File: src/pkg/match_entry_params.svh
/*
  Constants of the match entry: field widths, reset values, tcp flag bit positions.
  Assumes inclusion by bare name from the design files.
*/
`ifndef MATCH_ENTRY_PARAMS_SVH
`define MATCH_ENTRY_PARAMS_SVH

`define ME_PORT_W        16
`define ME_ETYPE_W       16
`define ME_PORT_RST      16'h0000
`define ME_ETYPE_RST     16'h0600
`define ME_FLAG_FIN      0
`define ME_FLAG_SYN      1
`define ME_FLAG_RST      2
`define ME_FLAG_PSH      3
`define ME_FLAG_ACK      4
`define ME_FLAG_URG      5
`define ME_NUM_FLAGS     6

`endif

File: src/pkg/match_entry_pkg.sv
/*
  Types of the match entry: port filter modes, flag settings, frame class.
  Assumes nothing of its surroundings.
*/
package match_entry_pkg;

  // port criterion mode
  typedef enum logic [1:0] {
    PORT_ANY   = 2'h0,
    PORT_EXACT = 2'h1,
    PORT_RANGE = 2'h2
  } port_mode_t;

  // tcp flag tri-state setting
  typedef enum logic [1:0] {
    FLAG_ANY   = 2'h0,
    FLAG_CLEAR = 2'h1,
    FLAG_SET   = 2'h2
  } flag_mode_t;

  // frame class of the entry
  typedef enum logic [1:0] {
    CLASS_ANY   = 2'h0,
    CLASS_ETYPE = 2'h1,
    CLASS_IP    = 2'h2
  } frame_class_t;

  // ethertype criterion mode
  typedef enum logic {
    ETYPE_ANY   = 1'h0,
    ETYPE_EXACT = 1'h1
  } etype_mode_t;

endpackage

File: src/core/port_filter.sv
/*
  One tcp/udp port criterion: any, exact value or inclusive range.
  Assumes settings are held stable by the caller; purely combinational.
*/
`timescale 1ns/1ps
`default_nettype none
`include "match_entry_params.svh"

module port_filter #(
  parameter int PORT_W = `ME_PORT_W
) (
  input  wire  match_entry_pkg::port_mode_t i_mode,
  input  wire  logic [PORT_W-1:0]           i_value,
  input  wire  logic [PORT_W-1:0]           i_low,
  input  wire  logic [PORT_W-1:0]           i_high,
  input  wire  logic                        i_l4,
  input  wire  logic [PORT_W-1:0]           i_port,
  output logic                              o_pass
);

  // decide pass; non tcp/udp frames fail any mode but any
  always_comb begin
    unique case (i_mode)
      match_entry_pkg::PORT_ANY:   o_pass = 1'b1;
      match_entry_pkg::PORT_EXACT: o_pass = i_l4 && (i_port == i_value);
      match_entry_pkg::PORT_RANGE: o_pass = i_l4 && (i_port >= i_low) && (i_port <= i_high);
      default:                     o_pass = 1'b0; // code 3 is illegal
    endcase
  end

endmodule // port_filter
`default_nettype wire

File: src/core/match_entry.sv
/*
  Layer-4 and ethertype match logic of one access-control entry.
  Assumes parsed header fields arrive in one cycle with i_hdr_valid on the
  switch clock; configuration is presented on ports and taken on i_cfg_load.
*/
`timescale 1ns/1ps
`default_nettype none
`include "match_entry_params.svh"

// How it works
// - source port filter: any always passes, else exact or range on tcp/udp only
// - source exact mode passes only a 16-bit source port equal to the value
// - source range mode passes source ports within the configured bounds
// - destination port filter has the same any, exact and range modes
// - destination exact mode passes only an equal 16-bit destination port
// - destination range mode passes destination ports within the bounds
// - fin setting: 0 rejects fin set, 1 requires it, any ignores
// - syn setting: 0 rejects syn set, 1 requires it, any ignores
// - rst setting: 0 rejects rst set, 1 requires it, any ignores
// - psh setting: 0 rejects psh set, 1 requires it, any ignores
// - ack setting: 0 rejects ack set, 1 requires it, any ignores
// - urg setting: 0 rejects urg set, 1 requires it, any ignores
// - ethertype filter only counts when the entry class is ethertype
// - ethertype filter: any passes, exact passes only an equal ethertype
module match_entry #(
  parameter int PORT_W  = `ME_PORT_W,
  parameter int ETYPE_W = `ME_ETYPE_W
) (
  input  wire  logic                          i_clk_sys,
  input  wire  logic                          i_rst_b,
  // configuration, taken on i_cfg_load
  input  wire  logic                          i_cfg_load,
  input  wire  match_entry_pkg::frame_class_t i_cfg_class,
  input  wire  match_entry_pkg::port_mode_t   i_cfg_sp_mode,
  input  wire  logic [PORT_W-1:0]             i_cfg_sp_value,
  input  wire  logic [PORT_W-1:0]             i_cfg_sp_low,
  input  wire  logic [PORT_W-1:0]             i_cfg_sp_high,
  input  wire  match_entry_pkg::port_mode_t   i_cfg_dp_mode,
  input  wire  logic [PORT_W-1:0]             i_cfg_dp_value,
  input  wire  logic [PORT_W-1:0]             i_cfg_dp_low,
  input  wire  logic [PORT_W-1:0]             i_cfg_dp_high,
  input  wire  logic [11:0]                   i_cfg_flags,
  input  wire  match_entry_pkg::etype_mode_t  i_cfg_etype_mode,
  input  wire  logic [ETYPE_W-1:0]            i_cfg_etype,
  // parsed frame header
  input  wire  logic                          i_hdr_valid,
  input  wire  logic                          i_hdr_tcp,
  input  wire  logic                          i_hdr_udp,
  input  wire  logic [PORT_W-1:0]             i_hdr_sport,
  input  wire  logic [PORT_W-1:0]             i_hdr_dport,
  input  wire  logic [5:0]                    i_hdr_tcp_flags,
  input  wire  logic [ETYPE_W-1:0]            i_hdr_etype,
  // result
  output logic                                o_result_valid,
  output logic                                o_hit
);

  // active configuration snapshot
  match_entry_pkg::frame_class_t cls;
  match_entry_pkg::port_mode_t   sp_mode;
  match_entry_pkg::port_mode_t   dp_mode;
  match_entry_pkg::etype_mode_t  et_mode;
  logic [PORT_W-1:0]             sp_value, sp_low, sp_high;
  logic [PORT_W-1:0]             dp_value, dp_low, dp_high;
  logic [11:0]                   flags;
  logic [ETYPE_W-1:0]            etype;

  match_entry_pkg::frame_class_t next_cls;
  match_entry_pkg::port_mode_t   next_sp_mode;
  match_entry_pkg::port_mode_t   next_dp_mode;
  match_entry_pkg::etype_mode_t  next_et_mode;
  logic [PORT_W-1:0]             next_sp_value, next_sp_low, next_sp_high;
  logic [PORT_W-1:0]             next_dp_value, next_dp_low, next_dp_high;
  logic [11:0]                   next_flags;
  logic [ETYPE_W-1:0]            next_etype;

  logic                          result_valid, hit;
  logic                          next_result_valid, next_hit;
  logic                          l4;
  logic                          sp_pass, dp_pass, flag_pass, et_pass;

  // tri-state flag check; clear rejects a set bit, set requires it
  function automatic logic flag_ok(input logic [1:0] mode, input logic bit_in);
    unique case (mode)
      match_entry_pkg::FLAG_CLEAR: flag_ok = !bit_in;
      match_entry_pkg::FLAG_SET:   flag_ok = bit_in;
      default:                     flag_ok = 1'b1;
    endcase
  endfunction

  // all fields replace together on one load, frames see old or new only
  always_comb begin
    next_cls      = cls;
    next_sp_mode  = sp_mode;
    next_sp_value = sp_value;
    next_sp_low   = sp_low;
    next_sp_high  = sp_high;
    next_dp_mode  = dp_mode;
    next_dp_value = dp_value;
    next_dp_low   = dp_low;
    next_dp_high  = dp_high;
    next_flags    = flags;
    next_et_mode  = et_mode;
    next_etype    = etype;
    if (i_cfg_load) begin
      next_cls      = i_cfg_class;
      next_sp_mode  = i_cfg_sp_mode;
      next_sp_value = i_cfg_sp_value;
      next_sp_low   = i_cfg_sp_low;
      next_sp_high  = i_cfg_sp_high;
      next_dp_mode  = i_cfg_dp_mode;
      next_dp_value = i_cfg_dp_value;
      next_dp_low   = i_cfg_dp_low;
      next_dp_high  = i_cfg_dp_high;
      next_flags    = i_cfg_flags;
      next_et_mode  = i_cfg_etype_mode;
      next_etype    = i_cfg_etype;
    end
  end

  // configuration registers, reset to a match-everything entry
  always_ff @(posedge i_clk_sys or negedge i_rst_b) begin
    if (!i_rst_b) begin
      cls      <= match_entry_pkg::CLASS_ANY;
      sp_mode  <= match_entry_pkg::PORT_ANY;
      sp_value <= `ME_PORT_RST;
      sp_low   <= `ME_PORT_RST;
      sp_high  <= `ME_PORT_RST;
      dp_mode  <= match_entry_pkg::PORT_ANY;
      dp_value <= `ME_PORT_RST;
      dp_low   <= `ME_PORT_RST;
      dp_high  <= `ME_PORT_RST;
      flags    <= 12'h000;
      et_mode  <= match_entry_pkg::ETYPE_ANY;
      etype    <= `ME_ETYPE_RST;
    end else begin
      cls      <= next_cls;
      sp_mode  <= next_sp_mode;
      sp_value <= next_sp_value;
      sp_low   <= next_sp_low;
      sp_high  <= next_sp_high;
      dp_mode  <= next_dp_mode;
      dp_value <= next_dp_value;
      dp_low   <= next_dp_low;
      dp_high  <= next_dp_high;
      flags    <= next_flags;
      et_mode  <= next_et_mode;
      etype    <= next_etype;
    end
  end

  assign l4 = i_hdr_tcp || i_hdr_udp;

  // source port criterion
  port_filter #(
    .PORT_W (PORT_W)
  ) u_sport (
    .i_mode  (sp_mode),
    .i_value (sp_value),
    .i_low   (sp_low),
    .i_high  (sp_high),
    .i_l4    (l4),
    .i_port  (i_hdr_sport),
    .o_pass  (sp_pass)
  );

  // destination port criterion
  port_filter #(
    .PORT_W (PORT_W)
  ) u_dport (
    .i_mode  (dp_mode),
    .i_value (dp_value),
    .i_low   (dp_low),
    .i_high  (dp_high),
    .i_l4    (l4),
    .i_port  (i_hdr_dport),
    .o_pass  (dp_pass)
  );

  // tcp flags, checked only on tcp frames
  always_comb begin
    flag_pass = 1'b1;
    if (i_hdr_tcp) begin
      flag_pass =
        flag_ok(flags[2*`ME_FLAG_FIN +: 2], i_hdr_tcp_flags[`ME_FLAG_FIN]) &&
        flag_ok(flags[2*`ME_FLAG_SYN +: 2], i_hdr_tcp_flags[`ME_FLAG_SYN]) &&
        flag_ok(flags[2*`ME_FLAG_RST +: 2], i_hdr_tcp_flags[`ME_FLAG_RST]) &&
        flag_ok(flags[2*`ME_FLAG_PSH +: 2], i_hdr_tcp_flags[`ME_FLAG_PSH]) &&
        flag_ok(flags[2*`ME_FLAG_ACK +: 2], i_hdr_tcp_flags[`ME_FLAG_ACK]) &&
        flag_ok(flags[2*`ME_FLAG_URG +: 2], i_hdr_tcp_flags[`ME_FLAG_URG]);
    end
  end

  // ethertype only for the ethertype class
  always_comb begin
    et_pass = 1'b1;
    if (cls == match_entry_pkg::CLASS_ETYPE
        && et_mode == match_entry_pkg::ETYPE_EXACT) begin
      et_pass = (i_hdr_etype == etype);
    end
  end

  // registered verdict, one cycle after the header
  always_comb begin
    next_result_valid = i_hdr_valid;
    next_hit          = i_hdr_valid && sp_pass && dp_pass && flag_pass && et_pass;
  end

  always_ff @(posedge i_clk_sys or negedge i_rst_b) begin
    if (!i_rst_b) begin
      result_valid <= 1'b0;
      hit          <= 1'b0;
    end else begin
      result_valid <= next_result_valid;
      hit          <= next_hit;
    end
  end

  assign o_result_valid = result_valid;
  assign o_hit          = hit;

endmodule // match_entry
`default_nettype wire

File: config.mk
export PLATFORM = sky130hd
export DESIGN_NAME = match_entry
export DESIGN_NICKNAME = d
export VERILOG_FILES = /design/src/pkg/match_entry_pkg.sv /design/src/core/port_filter.sv /design/src/core/match_entry.sv
export VERILOG_INCLUDE_DIRS = /design/src /design/src/pkg
export SDC_FILE = /design/constraint.sdc
export NUM_CORES = 1
export LEC_CHECK = 0
export ABC_AREA = 0
export BUFFER_PORTS_ARGS = -buffer_cell sky130_fd_sc_hd__buf_2
export CAP_MARGIN = 25
export CORE_MARGIN = 2
export CORE_UTILIZATION = 45
export DETAILED_ROUTE_END_ITERATION = 10
export PLACE_DENSITY = 0.69
export SYNTH_ARGS = -nofsm -noshare
export SYNTH_HDL_FRONTEND = slang
export SYNTH_SLANG_ARGS = --single-unit
File: constraint.sdc
create_clock -name i_clk_sys -period 2.1 [get_ports i_clk_sys]
set_clock_uncertainty 0.05 [all_clocks]
set_input_delay 0.21 -clock i_clk_sys [delete_from_list [all_inputs] [get_ports i_clk_sys]]
set_output_delay 0.21 -clock i_clk_sys [all_outputs]
set_load 0.005 [all_outputs]
# Word-level counts from Yosys, hierarchy flattened
# Cells that the tools add are included.
dict set report classes {
  div 0
  n_addsub 0
  bitwise 0
  muxes 16
  n_eq_ne 20
  n_reduce_logical 25
  n_mul 0
  n_lt_le_gt_ge 4
  shift 0
}
# cell count
set ops {}
lappend ops {{$eq 16x16->1} 3}
lappend ops {{$ge 16x16->1} 2}
lappend ops {{$le 16x16->1} 2}
lappend ops {{$eq 2x1->1 const B} 9}
lappend ops {{$eq 2x2->1 const B} 8}
lappend ops {{$logic_and 1x1->1} 16}
lappend ops {{$pmux 1 s2} 6}
lappend ops {{$mux 1} 8}
lappend ops {{$logic_not 1->1} 6}
lappend ops {{$pmux 1 s3} 2}
lappend ops {{$logic_not 2->1} 2}
lappend ops {{$logic_or 1x1->1} 1}
dict set report totals {
  ram_bits 0
  memories 0
  output_inout_bits 2
  ff_bits 133
  mem_bits_ro 0
  latch_bits 0
  inputBits 191
}

# Logic depth before layout (Yosys ltp)
# Gate-level depths: netlist of run 1.
dict set report logic_depth {
  word_depth 11
  mapped_depth 9
  depth_no_buf 9
}

# Hierarchy
# From an unflattened synthesis of run 1, not the netlist that was laid out.
dict set report unflattened {
  hier_cells 621
  area_unflattened_um2 7554.7
}
# module cells_per_inst n_inst seq_area_each_um2 area_per_inst_um2
set modules_own_cells {}
lappend modules_own_cells {match_entry 357 1 3330.7 5572.8}
lappend modules_own_cells {port_filter 132 2 0.0 991.0}

# Least setup slack after synthesis of run 1
# OpenSTA, ideal clock, no wires.
dict set report synth_path {
  kind {register to register}
  startpoint {register dp_high[9]}
  endpoint {register hit, in the netlist o_hit}
  path_stages_with_launch 9
  arrival_ps 2044
  period_less_slack_ps 2188
  path_buffers 0
  path_slack_ps -88
  cell_sequence {dfrtp_1 inv_1 ha_1 a21o_1 a221o_1 a221oi_2 o21ai_1 a2111o_1 a221oi_2}
}
dict set report synth_via {
  elab_chain_cells 6
}
# element line
set synth_rtl {}
lappend synth_rtl {{from (decl)} match_entry.sv:64} ;# logic [PORT_W-1:0] dp_value, dp_low, dp_high;
lappend synth_rtl {{from (signal assigned)} match_entry.sv:132} ;# dp_high <= `ME_PORT_RST;
lappend synth_rtl {{from (signal assigned)} match_entry.sv:145} ;# dp_high <= next_dp_high;
lappend synth_rtl {{$le 16x16->1} port_filter.sv:26} ;# match_entry_pkg::PORT_RANGE: o_pass = i_l4 && (i_port >= i_low) && (i_port <= i_high);
lappend synth_rtl {{$logic_and 1x1->1} port_filter.sv:26}
lappend synth_rtl {{$pmux 1 s3} port_filter.sv:23} ;# unique case (i_mode)
lappend synth_rtl {{$logic_and 1x1->1 (3 in a row)} match_entry.sv:206} ;# next_hit = i_hdr_valid && sp_pass && dp_pass && flag_pass && et_pass;
lappend synth_rtl {{named net next_hit} match_entry.sv:78} ;# logic next_result_valid, next_hit;
lappend synth_rtl {{to (signal assigned)} match_entry.sv:215} ;# hit <= next_hit;
lappend synth_rtl {{to (decl)} match_entry.sv:77} ;# logic result_valid, hit;
# The timed path passes the listed nets, and every way through them passes these cells.
# A chain may end at the register's enable or synchronous reset.

# Final worst setup path of run 1
dict set report layout_path {
  startpoint {register dp_high[10]}
  endpoint {register hit, in the netlist o_hit}
}
# Same word-level chain as after synthesis.

==> impl_metrics.py, run 1 <==
metrics = {
    "synth": {
        "yosys_warnings": 0,
        "syn_area_sq_mm": 0.00714,
        "synth-edff-count": 0,
        "ys_ff_latch": 133,
        "synth_cells": 679,
        "syn_nets": 946,
        "synthFlopType": "dfrtp_1",
        "synth_top_area_cell": "dfrtp_1",
        "synth_area_leaders": "dfrtp_1 46%, ha_1 13%, mux2_2 10%, o21ai_0 5.5%, xor2_1 5.4%",
        "synthArstFlopShare_pct": 100,
        "avgSynthCellArea_sq_um": 10.5,
        "yosysSeqAreaShare_pct": 46.6,
        "yosys.area.top_type_share_pct": 45.9,
        "synthDistinctLibCells": 41,
    },
    "setup_path": {
        "setup.worst_path.start_class": "flip-flop",
        "r2r_end": "o_hit",
        "crit_type": "flip-flop to flip-flop",
        "r2r_cells": 8,
        "endpoint_kind": "flip-flop",
        "worstPathRequired_ps": 2380,
        "r2r_start": "dp_high[10]",
        "crit_fanout": 2,
        "arrival_ps": 2560,
        "regToRegSetupSlack_ps": -190,
    },
    "global_route": {
        "grt_max_degree": 65,
        "grt_pass1_vias": 6639,
        "grt_pass1_wl_microns": 31600,
        "overflow": 0,
        "antenna_found_initial": 2,
        "grt_use_total_pct": 24.5,
    },
    "pwr": {
        "pwr-share-comb_pct": 19.8,
        "p_sw_share_pct": 27.1,
        "ir_drop_mv": 0.725,
        "p_leak_nw": 5.12,
        "finalPower_mw": 7.36,
        "p_clk_share_pct": 40.5,
        "seq_power_share_pct": 39.8,
        "p_sw_mw": 1.99,
        "p_int_mw": 5.37,
        "p_per_area_mw_per_mm2": 702,
    },
    "detailed_routing": {
        "totalWireLength_microns": 20300,
        "drc": 0,
        "drtIter0Drc": 260,
        "wire_per_inst_microns": 16.2,
        "drtAntennaViolNets": 0,
        "vias": 6226,
        "firstDrtPassIters": 4,
        "avgViaCountPerCell": 4.97,
    },
    "cts": {
        "path_clk_slew_ps": 60,
        "clock-sinks": 133,
        "numCtsBuffers": 17,
        "h-tree-depth": 4,
        "clock_latency_ps": 420,
        "cts_root_buf": "clkbuf_16",
        "cts_buffer_depth": 2,
        "cts_tree": "done",
    },
    "floorplanning": {
        "core_sq_mm": 0.0157,
        "pin_count": 193,
        "initial_core_util_pct": 45.4,
        "row_count": 46,
        "dieArea_sq_mm": 0.0169,
        "dieHeight_microns": 130,
        "die_w_microns": 130,
    },
    "finish": {
        "drive_gt1_share_pct": 31.8,
        "mostFrequentLayoutCell": "buf_2",
        "area_growth_pct": 46.8,
        "num-fill-cells": 1197,
        "nets": 1288,
        "design_area_sq_mm": 0.0105,
        "layout_common_cells": "190 x buf_2, 131 x dfrtp_1, 128 x dlygate4sd3_1, 84 x nand2_1, 78 x o21ai_0",
    },
    "placed_design": {
        "gp_congestion": 0.833,
        "hpwl_microns": 13500,
        "io_buffers": 192,
        "placedInstanceArea_sq_mm": 0.00854,
    },
    "min_path": {
        "hp-class": "primary input to flip-flop",
        "min_to": "dp_low[6]",
        "min-delay-start": "i_cfg_dp_low[6]",
        "hold_depth": 3,
    },
    "timing": {
        "tightestPinTransition_ps": 500,
        "drv_slew": 0,
        "fin_ws_ps": -187,
        "max-slew-margin-rel_pct": 65.8,
        "fmax_mhz": 437,
        "post-route-period-util_pct": 109,
        "rsz0062_at_grt": "true",
        "final_hold_viol_count": 0,
        "setup_viol": 1,
        "min_period_ps": 2290,
    },
    "status": {
        "status": "finished with violations",
        "failed_checks": "setup timing",
    },
    "flow_run": {
        "cap_violations": 0,
    },
}
## critical path, cell delays in order, from the launching register on
cell and delay (ps):
dfrtp_1 380, inv_2 80, ha_4 190, and2_4 140, a221o_1 360, a221oi_2 260
o21ai_1 100, a2111o_1 410, a221oi_2 210
## power by group through the flow
stage | sequential (mW) | clock, mW | combinational [mW]
4_1_cts | 2.93 | 3.02 | 1.42
3_3_place_gp | 2.96 | 0 | 1.19
6_report | 2.93 | 2.98 | 1.45
2_1_floorplan | 2.94 | 0 | 0.707
3_5_place_dp | 2.97 | 0 | 1.22
5_1_grt | 2.95 | 3.14 | 1.63
## final cells by class
class / instances / area, sq um / share of cell area [%]
multi-input combinational: 449 / 3500 / 33.4
inverter: 74 / 278 / 2.65
clock buffer: 19 / 443 / 4.23
sequential: 133 / 3330 / 31.8
clock inverter: 13 / 150 / 1.43
tap: 216 / 270 / 2.58
timing repair buffer: 346 / 2500 / 23.8
antenna: 3 / 7.51 / 0.0716
## per-layer routing
| metal | GRT usage (%) | vias to the layer above | part of all wire [%] |
|---|---|---|---|
| li1 | - | 3016 | - |
| met1 | 28.2 | 2965 | 41 |
| met2 | 43.8 | 189 | 52 |
| met3 | 5.13 | 56 | 4.1 |
| met4 | 11.4 | 0 | 3.5 |
| met5 | 0 | - | 0 |
## worst max path at each step
stage / startpoint / endpoint / slack, ps / depth (start not counted)
5_1_grt: dp_high[10] / o_hit / -250 / 8
3_3_place_gp: dp_high[11] / o_hit / -110 / 8
2_1_floorplan: dp_high[9] / o_hit / 8 / 8
4_1_cts: dp_high[10] / o_hit / -170 / 8
3_5_place_dp: dp_high[10] / o_hit / -170 / 8
6_report: dp_high[10] / o_hit / -190 / 8
## flip-flops by register name, indices dropped and copies added, names as in the netlist
register,count
dp_low,16
cls,2
dp_value,16
sp_mode,2
sp_high,16
flags,12
sp_low,16
dp_high,16
o_hit,1
et_mode,1
o_result_valid,1
etype,16
sp_value,16
dp_mode,2
## cell families after synthesis
kind of cell             after synthesis  share of synthesized area, %
flip-flops                           133                          46.6
AO/OA/AOI/OAI                        127                          10.2
buffers and inverters                 97                          5.10
XOR/XNOR                              48                          5.89
AND/OR/NAND/NOR                      133                          8.60
multiplexers                          65                          10.3
adder cells (fa/ha/maj)               76                          13.3
## repair_timing
action | 4_1_cts | 5_1_grt
resized for setup | 2 | 7
setup endpoints to repair | 1 | 1
buffers inserted | 0 | 0
endpoints found under the hold margin | 259 | 1
hold buffers | 127 | 1
pin swaps | 0 | 1
cloned | 0 | 0
## cells in the mapped netlist (all sizes together), types with 3 or more instances
| library cell | count |
|---|---|
| a21o | 4 |
| a221oi | 3 |
| nand4 | 13 |
| buf | 3 |
| o21ai | 80 |
| nand2 | 84 |
| dfrtp | 131 |
| nand3 | 6 |
| xnor2 | 4 |
| ha | 76 |
| clkbuf | 20 |
| nor2b | 3 |
| a21oi | 20 |
| a211oi | 5 |
| mux2 | 65 |
| nor2 | 6 |
| nor4 | 10 |
| o22ai | 3 |
| xor2 | 44 |
| nor3 | 5 |
| inv | 74 |
## per-stage QoR
step / std cells / setup TNS (ps) / util, % / setup WS, ps / hold WS, ps
after global routing: 1252 / -249 / 66.7 / -249 / 6.26
after detailed placement: 1090 / -174 / 54.4 / -174 / -27.2
after global placement: 1090 / -112 / 54.4 / -112 / -27.4
final: 1253 / -187 / 66.7 / -187 / 14.3
after CTS: 1249 / -170 / 66.3 / -170 / 1.11
after floorplan: 679 / 0 / - / 7.74 / -136
Note: power is estimated with default switching activity, not from simulation.
==> run 2, diff against run 1 <==
- PLACE_DENSITY: 0.69 -> 0.68
- SYNTH_HIERARCHICAL: not set -> 1
==> impl_metrics.py, run 2 <==
metrics = {
    "status": {
        "status": "finished with violations",
        "failed_checks": "setup timing",
    },
    "detailed_routing": {
        "drtIter0Drc": 219,
        "avgViaCountPerCell": 4.86,
        "vias": 6048,
        "totalWireLength_microns": 20800,
        "drtAntennaViolNets": 0,
        "drc": 0,
        "firstDrtPassIters": 5,
        "wire_per_inst_microns": 16.7,
    },
    "timing": {
        "tightestPinTransition_ps": 432,
        "rsz0062_at_grt": "true",
        "min_period_ps": 2440,
        "fin_ws_ps": -339,
        "setup_viol": 1,
        "final_hold_viol_count": 0,
        "max-slew-margin-rel_pct": 70.5,
        "tns_ps": -339,
        "post-route-period-util_pct": 116,
        "fmax_mhz": 410,
        "drv_slew": 0,
    },
    "pwr": {
        "p_sw_mw": 2.03,
        "p_sw_share_pct": 26.4,
        "ir_drop_mv": 0.594,
        "p_int_mw": 5.68,
        "p_leak_nw": 5.64,
        "p_clk_share_pct": 39.4,
        "p_per_area_mw_per_mm2": 684,
        "seq_power_share_pct": 38.6,
        "finalPower_mw": 7.71,
        "pwr-share-comb_pct": 22.0,
    },
    "floorplanning": {
        "dieArea_sq_mm": 0.0178,
        "dieHeight_microns": 134,
        "pin_count": 193,
        "initial_core_util_pct": 45.7,
        "die_w_microns": 134,
        "core_sq_mm": 0.0165,
        "row_count": 47,
    },
    "synth": {
        "ys_ff_latch": 133,
        "synth_cells": 621,
        "yosys_warnings": 6,
        "synthArstFlopShare_pct": 100,
        "synthDistinctLibCells": 38,
        "syn_area_sq_mm": 0.00755,
        "synthMostInstantiatedCell": "dfrtp_1",
        "avgSynthCellArea_sq_um": 12.2,
        "yosys.area.top_type_share_pct": 43.4,
        "synth-edff-count": 0,
        "synth.top_cells.by_count": "131 x dfrtp_1, 82 x inv_1, 76 x ha_1, 75 x mux2_2, 46 x mux2_4",
        "synth_area_leaders": "dfrtp_1 43%, ha_1 13%, mux2_2 11%, mux2_4 9.1%, xor2_1 4.6%",
        "yosysSeqAreaShare_pct": 44.1,
        "synthFlopType": "dfrtp_1",
        "synth_top_area_cell": "dfrtp_1",
        "syn_nets": 888,
    },
    "global_route": {
        "grt_use_total_pct": 24.5,
        "grt_max_degree": 45,
        "grt_pass1_wl_microns": 33800,
        "overflow": 0,
        "antenna_found_initial": 1,
        "grt_pass1_vias": 6742,
    },
    "setup_path": {
        "worstPathRequired_ps": 2390,
        "setup.worst_path.start_class": "flip-flop",
        "crit_fanout": 2,
        "regToRegSetupSlack_ps": -340,
        "endpoint_kind": "flip-flop",
        "arrival_ps": 2730,
        "crit_type": "flip-flop to flip-flop",
    },
    "placed_design": {
        "hpwl_microns": 14000,
        "io_buffers": 192,
        "gp_congestion": 0.827,
    },
    "finish": {
        "drive_gt1_share_pct": 42.1,
        "mostFrequentLayoutCell": "buf_2",
        "area_growth_pct": 49.2,
        "fin_util_pct": 68.2,
        "nets": 1278,
        "num-fill-cells": 1185,
        "layout_common_cells": "190 x buf_2, 131 x dfrtp_1, 131 x dlygate4sd3_1, 79 x inv_1, 75 x mux2_2",
        "seq_area_sq_mm": 0.00333,
        "multi_input_area_sq_mm": 0.00393,
    },
    "cts": {
        "clock_latency_ps": 420,
        "h-tree-depth": 4,
        "clock-sinks": 133,
        "path_clk_slew_ps": 60,
        "numCtsBuffers": 17,
        "cts_root_buf": "clkbuf_16",
        "cts_tree": "done",
        "cts_buffer_depth": 2,
    },
    "flow_run": {
        "cap_violations": 0,
    },
    "min_path": {
        "hp-class": "primary input to flip-flop",
    },
}
run 2: logic make-up (layout without fill, tap and decap cells):
kind of cell               Yosys count  in the layout  synth area share (%)
AOI/OAI and AO/OA                   71             71                  6.23
xor gates and xnor gates            48             48                  5.56
adders and majority gates           76             76                  12.6
buffers and inverters               98            501                  5.70
DFF                                133            133                  44.1
muxes                              125            125                  20.9
other                                0              1                     0
and+or+nand+nor                     70             70                  4.98
run 2: critical path, cell delays in order (launching register included):
cell and delay (ps):
dfrtp_1 350, inv_1 50, ha_1 310, a21oi_1 140, o21ai_1 100, a221o_1 320, o311a_1 350, a211oi_2 180
nand3_1 120, a21oi_1 140, a31oi_1 110, a21oi_1 140
run 2: final cells by class:
class	count	share of cell area (%)
Clock inverter	11	1.10
Clock buffer	21	4.26
Sequential cell	133	29.6
Inverter	82	2.73
Tap cell	220	2.44
Timing Repair Buffer	387	25.0
Multi-Input combinational cell	390	34.9
Antenna cell	1	0.0222
run 2: power by group through the flow:
stage / registers [mW] / logic (mW) / clock network, mW
after floorplan: 2.98 / 0.850 / 0
after global placement: 3.01 / 1.41 / 0
after detailed placement: 3.02 / 1.43 / 0
after CTS: 2.98 / 1.66 / 3.09
after global routing: 3.01 / 1.88 / 3.20
final: 2.98 / 1.69 / 3.04
run 2: path summary, 6_finish.rpt:
check / from / endpoint / depth (start not counted)
worst min register to register: cls[1] / cls[1] / 1
worst min-delay path: i_cfg_dp_high[9] / dp_high[9] / 2
worst max register to register: dp_high[5] / o_hit / 11
worst max-delay path: dp_high[5] / o_hit / 11
min in group asynchronous: i_rst_b / dp_low[7] / 2
max in group asynchronous: i_rst_b / sp_high[14] / 3
run 2: repair_timing:
| item | CTS | global route |
|---|---|---|
| setup buffers | 0 | 2 |
| endpoints found under the hold margin | 234 | 0 |
| hold buffers | 131 | 0 |
| pin swaps | 2 | 4 |
| cloned | 0 | 0 |
| setup endpoints to repair | 1 | 1 |
| gates resized for setup | 12 | 7 |
run 2: layer usage:
metal	routed length, microns	vias up	track usage, %
met5	0	-	0
met4	486	0	9.46
met3	930	38	5.63
met2	10200	159	41.2
met1	9170	2903	30.7
li1	-	2948	-
run 2: through the flow:
step	worst slack [ps]	instances	hold WS [ps]	instance area, sq um
5_1_grt	-496	1245	4.19	11300
3_3_place_gp	-596	1079	57.3	9250
6_report	-339	1245	23.9	11300
3_5_place_dp	-679	1079	54.9	9250
4_1_cts	-416	1242	6.71	11200
2_1_floorplan	-28.9	621	-136	7600
==> run 3, diff against run 2 <==
--- a/config.mk
+++ b/config.mk
@@ -15,2 +15,3 @@
 export PLACE_DENSITY = 0.68
+export SLEW_MARGIN = 20
 export SYNTH_ARGS = -nofsm -noshare
==> constraint.sdc (replaced) <==
create_clock -name i_clk_sys -period 2.13 [get_ports i_clk_sys]
set_clock_uncertainty 0.05 [all_clocks]
set_input_delay 0.1065 -clock i_clk_sys [delete_from_list [all_inputs] [get_ports i_clk_sys]]
set_output_delay 0.1065 -clock i_clk_sys [all_outputs]
set_load 0.005 [all_outputs]
==> impl_metrics.py, run 3 (synthesis gave the netlist of run 2 again) <==
metrics = {
    "setup_path": {
        "regToRegSetupSlack_ps": -300,
        "r2r_end": "o_hit",
        "arrival_ps": 2710,
        "crit_fanout": 2,
        "r2r_start": "dp_value[10]",
        "setup.worst_path.start_class": "flip-flop",
        "crit_type": "flip-flop to flip-flop",
        "worstPathRequired_ps": 2410,
        "endpoint_kind": "flip-flop",
        "r2r_cells": 9,
    },
    "cts": {
        "h-tree-depth": 4,
        "numCtsBuffers": 17,
        "clock_latency_ps": 420,
        "cts_root_buf": "clkbuf_16",
        "path_clk_slew_ps": 60,
        "clock-sinks": 133,
        "cts_buffer_depth": 2,
        "cts_tree": "done",
    },
    "detailed_routing": {
        "drtAntennaViolNets": 0,
        "drtIter0Drc": 208,
        "drc": 0,
        "wire_per_inst_microns": 16.4,
        "vias": 5984,
        "avgViaCountPerCell": 4.87,
        "totalWireLength_microns": 20100,
        "firstDrtPassIters": 4,
    },
    "timing": {
        "tns_ps": -299,
        "timing.hold.ws_ps": 102,
        "min_period_ps": 2430,
        "max-slew-margin-rel_pct": 70.5,
        "setup_viol": 1,
        "fmax_mhz": 412,
        "drv_slew": 0,
        "final_hold_viol_count": 0,
        "fin_ws_ps": -299,
        "tightestPinTransition_ps": 438,
        "post-route-period-util_pct": 114,
        "rsz0062_at_grt": "true",
    },
    "min_path": {
        "hold_depth": 2,
        "hp-class": "primary input to flip-flop",
        "min_to": "sp_high[8]",
        "min-delay-start": "i_cfg_load",
    },
    "pwr": {
        "ir_drop_mv": 0.547,
        "p_sw_mw": 1.97,
        "pwr-share-comb_pct": 22.4,
        "p_leak_nw": 5.57,
        "p_int_mw": 5.45,
        "p_clk_share_pct": 38.0,
        "p_sw_share_pct": 26.5,
        "p_per_area_mw_per_mm2": 662,
        "seq_power_share_pct": 39.6,
    },
    "placed_design": {
        "io_buffers": 192,
        "gp_congestion": 0.817,
        "hpwl_microns": 13800,
    },
    "floorplanning": {
        "core_sq_mm": 0.0165,
        "pin_count": 193,
        "dieHeight_microns": 134,
        "initial_core_util_pct": 45.7,
        "dieArea_sq_mm": 0.0178,
        "die_w_microns": 134,
        "row_count": 47,
    },
    "status": {
        "failed_checks": "setup timing",
        "status": "finished with violations",
    },
    "flow_run": {
        "cap_violations": 0,
    },
    "global_route": {
        "antenna_found_initial": 2,
        "grt_pass1_wl_microns": 32300,
        "grt_max_degree": 47,
        "overflow": 0,
        "grt_use_total_pct": 23.4,
        "grt_pass1_vias": 6455,
    },
    "finish": {
        "num-fill-cells": 1162,
        "drive_gt1_share_pct": 41.8,
        "area_growth_pct": 48.3,
        "mostFrequentLayoutCell": "buf_2",
        "nets": 1262,
        "layout_common_cells": "190 x buf_2, 134 x dlygate4sd3_1, 131 x dfrtp_1, 76 x inv_1, 75 x mux2_2",
    },
}
[run 3: cell count changes in the layout (fill, tap and decap cells not counted), sizes merged]
| cell | delta |
|---|---|
| clkbuf | +1 |
| bufinv | -1 |
| clkinvlp | -4 |
| clkinv | +4 |
| dlygate4sd3 | +3 |
| buf | -19 |
[run 3: per-layer routing]
metal  vias to the layer above  track usage (%)  wire [microns]  share of wire, %
li1                       2919                -               -                 -
met1                      2878             29.2            8830                44
met2                       157             40.2            9960                49
met3                        28             4.95             967               4.8
met4                         2             8.10             372               1.8
met5                         -                0              13             0.065
[run 3: how the worst max path moves through the flow]
| stage | end | cells past startpoint | startpoint |
|---|---|---|---|
| global route | o_hit | 11 | dp_high[14] |
| detailed placement | o_hit | 10 | sp_low[0] |
| global placement | o_hit | 10 | sp_low[0] |
| CTS | o_hit | 11 | sp_high[14] |
| floorplan | o_hit | 11 | sp_high[9] |
| finish | o_hit | 9 | dp_value[10] |
[run 3: timing repair]
action,in CTS,in global routing
setup buffers,3,0
hold buffers,134,0
pin swaps,22,4
setup endpoints to repair,1,1
hold endpoints to repair,212,0
gates resized for setup,26,5
[run 3: cell type report]
cell class	count	area, sq um	share of cell area [%]
clock buffers	22	474	4.23
flip-flops and latches	133	3330	29.7
diodes	1	2.50	0.0223
multi-input cells	390	4000	35.7
inverters	82	308	2.75
well taps	220	275	2.46
repair buffers	371	2720	24.2
clock inverters	10	98.8	0.882
[run 3: power by group through the flow]
stage | registers, mW | clock network, mW | logic (mW)
CTS | 2.93 | 2.89 | 1.64
finish | 2.94 | 2.81 | 1.66
global route | 2.97 | 3.00 | 1.83
floorplan | 2.93 | 0 | 0.838
global placement | 2.97 | 0 | 1.35
detailed placement | 2.98 | 0 | 1.37
[run 3: stage by stage]
step | cells | power (mW) | cell area, sq um | util, % | worst slack [ps]
2_1_floorplan | 621 | 3.77 | 7600 | - | 0.288
5_1_grt | 1229 | 7.80 | 11200 | 67.8 | -369
4_1_cts | 1228 | 7.46 | 11200 | 67.6 | -286
3_3_place_gp | 1059 | 4.32 | 9110 | 55.1 | -441
3_5_place_dp | 1059 | 4.34 | 9110 | 55.1 | -592
6_report | 1229 | 7.41 | 11200 | 67.8 | -299
[run 3: critical path: stages, from the launching register on]
cell	delay, ps
dfrtp_1	390
xnor2_1	270
nand4_1	180
or4_1	490
o21a_1	210
a211oi_2	250
nand3_1	150
a21oi_2	120
a31oi_1	90
a21oi_1	140
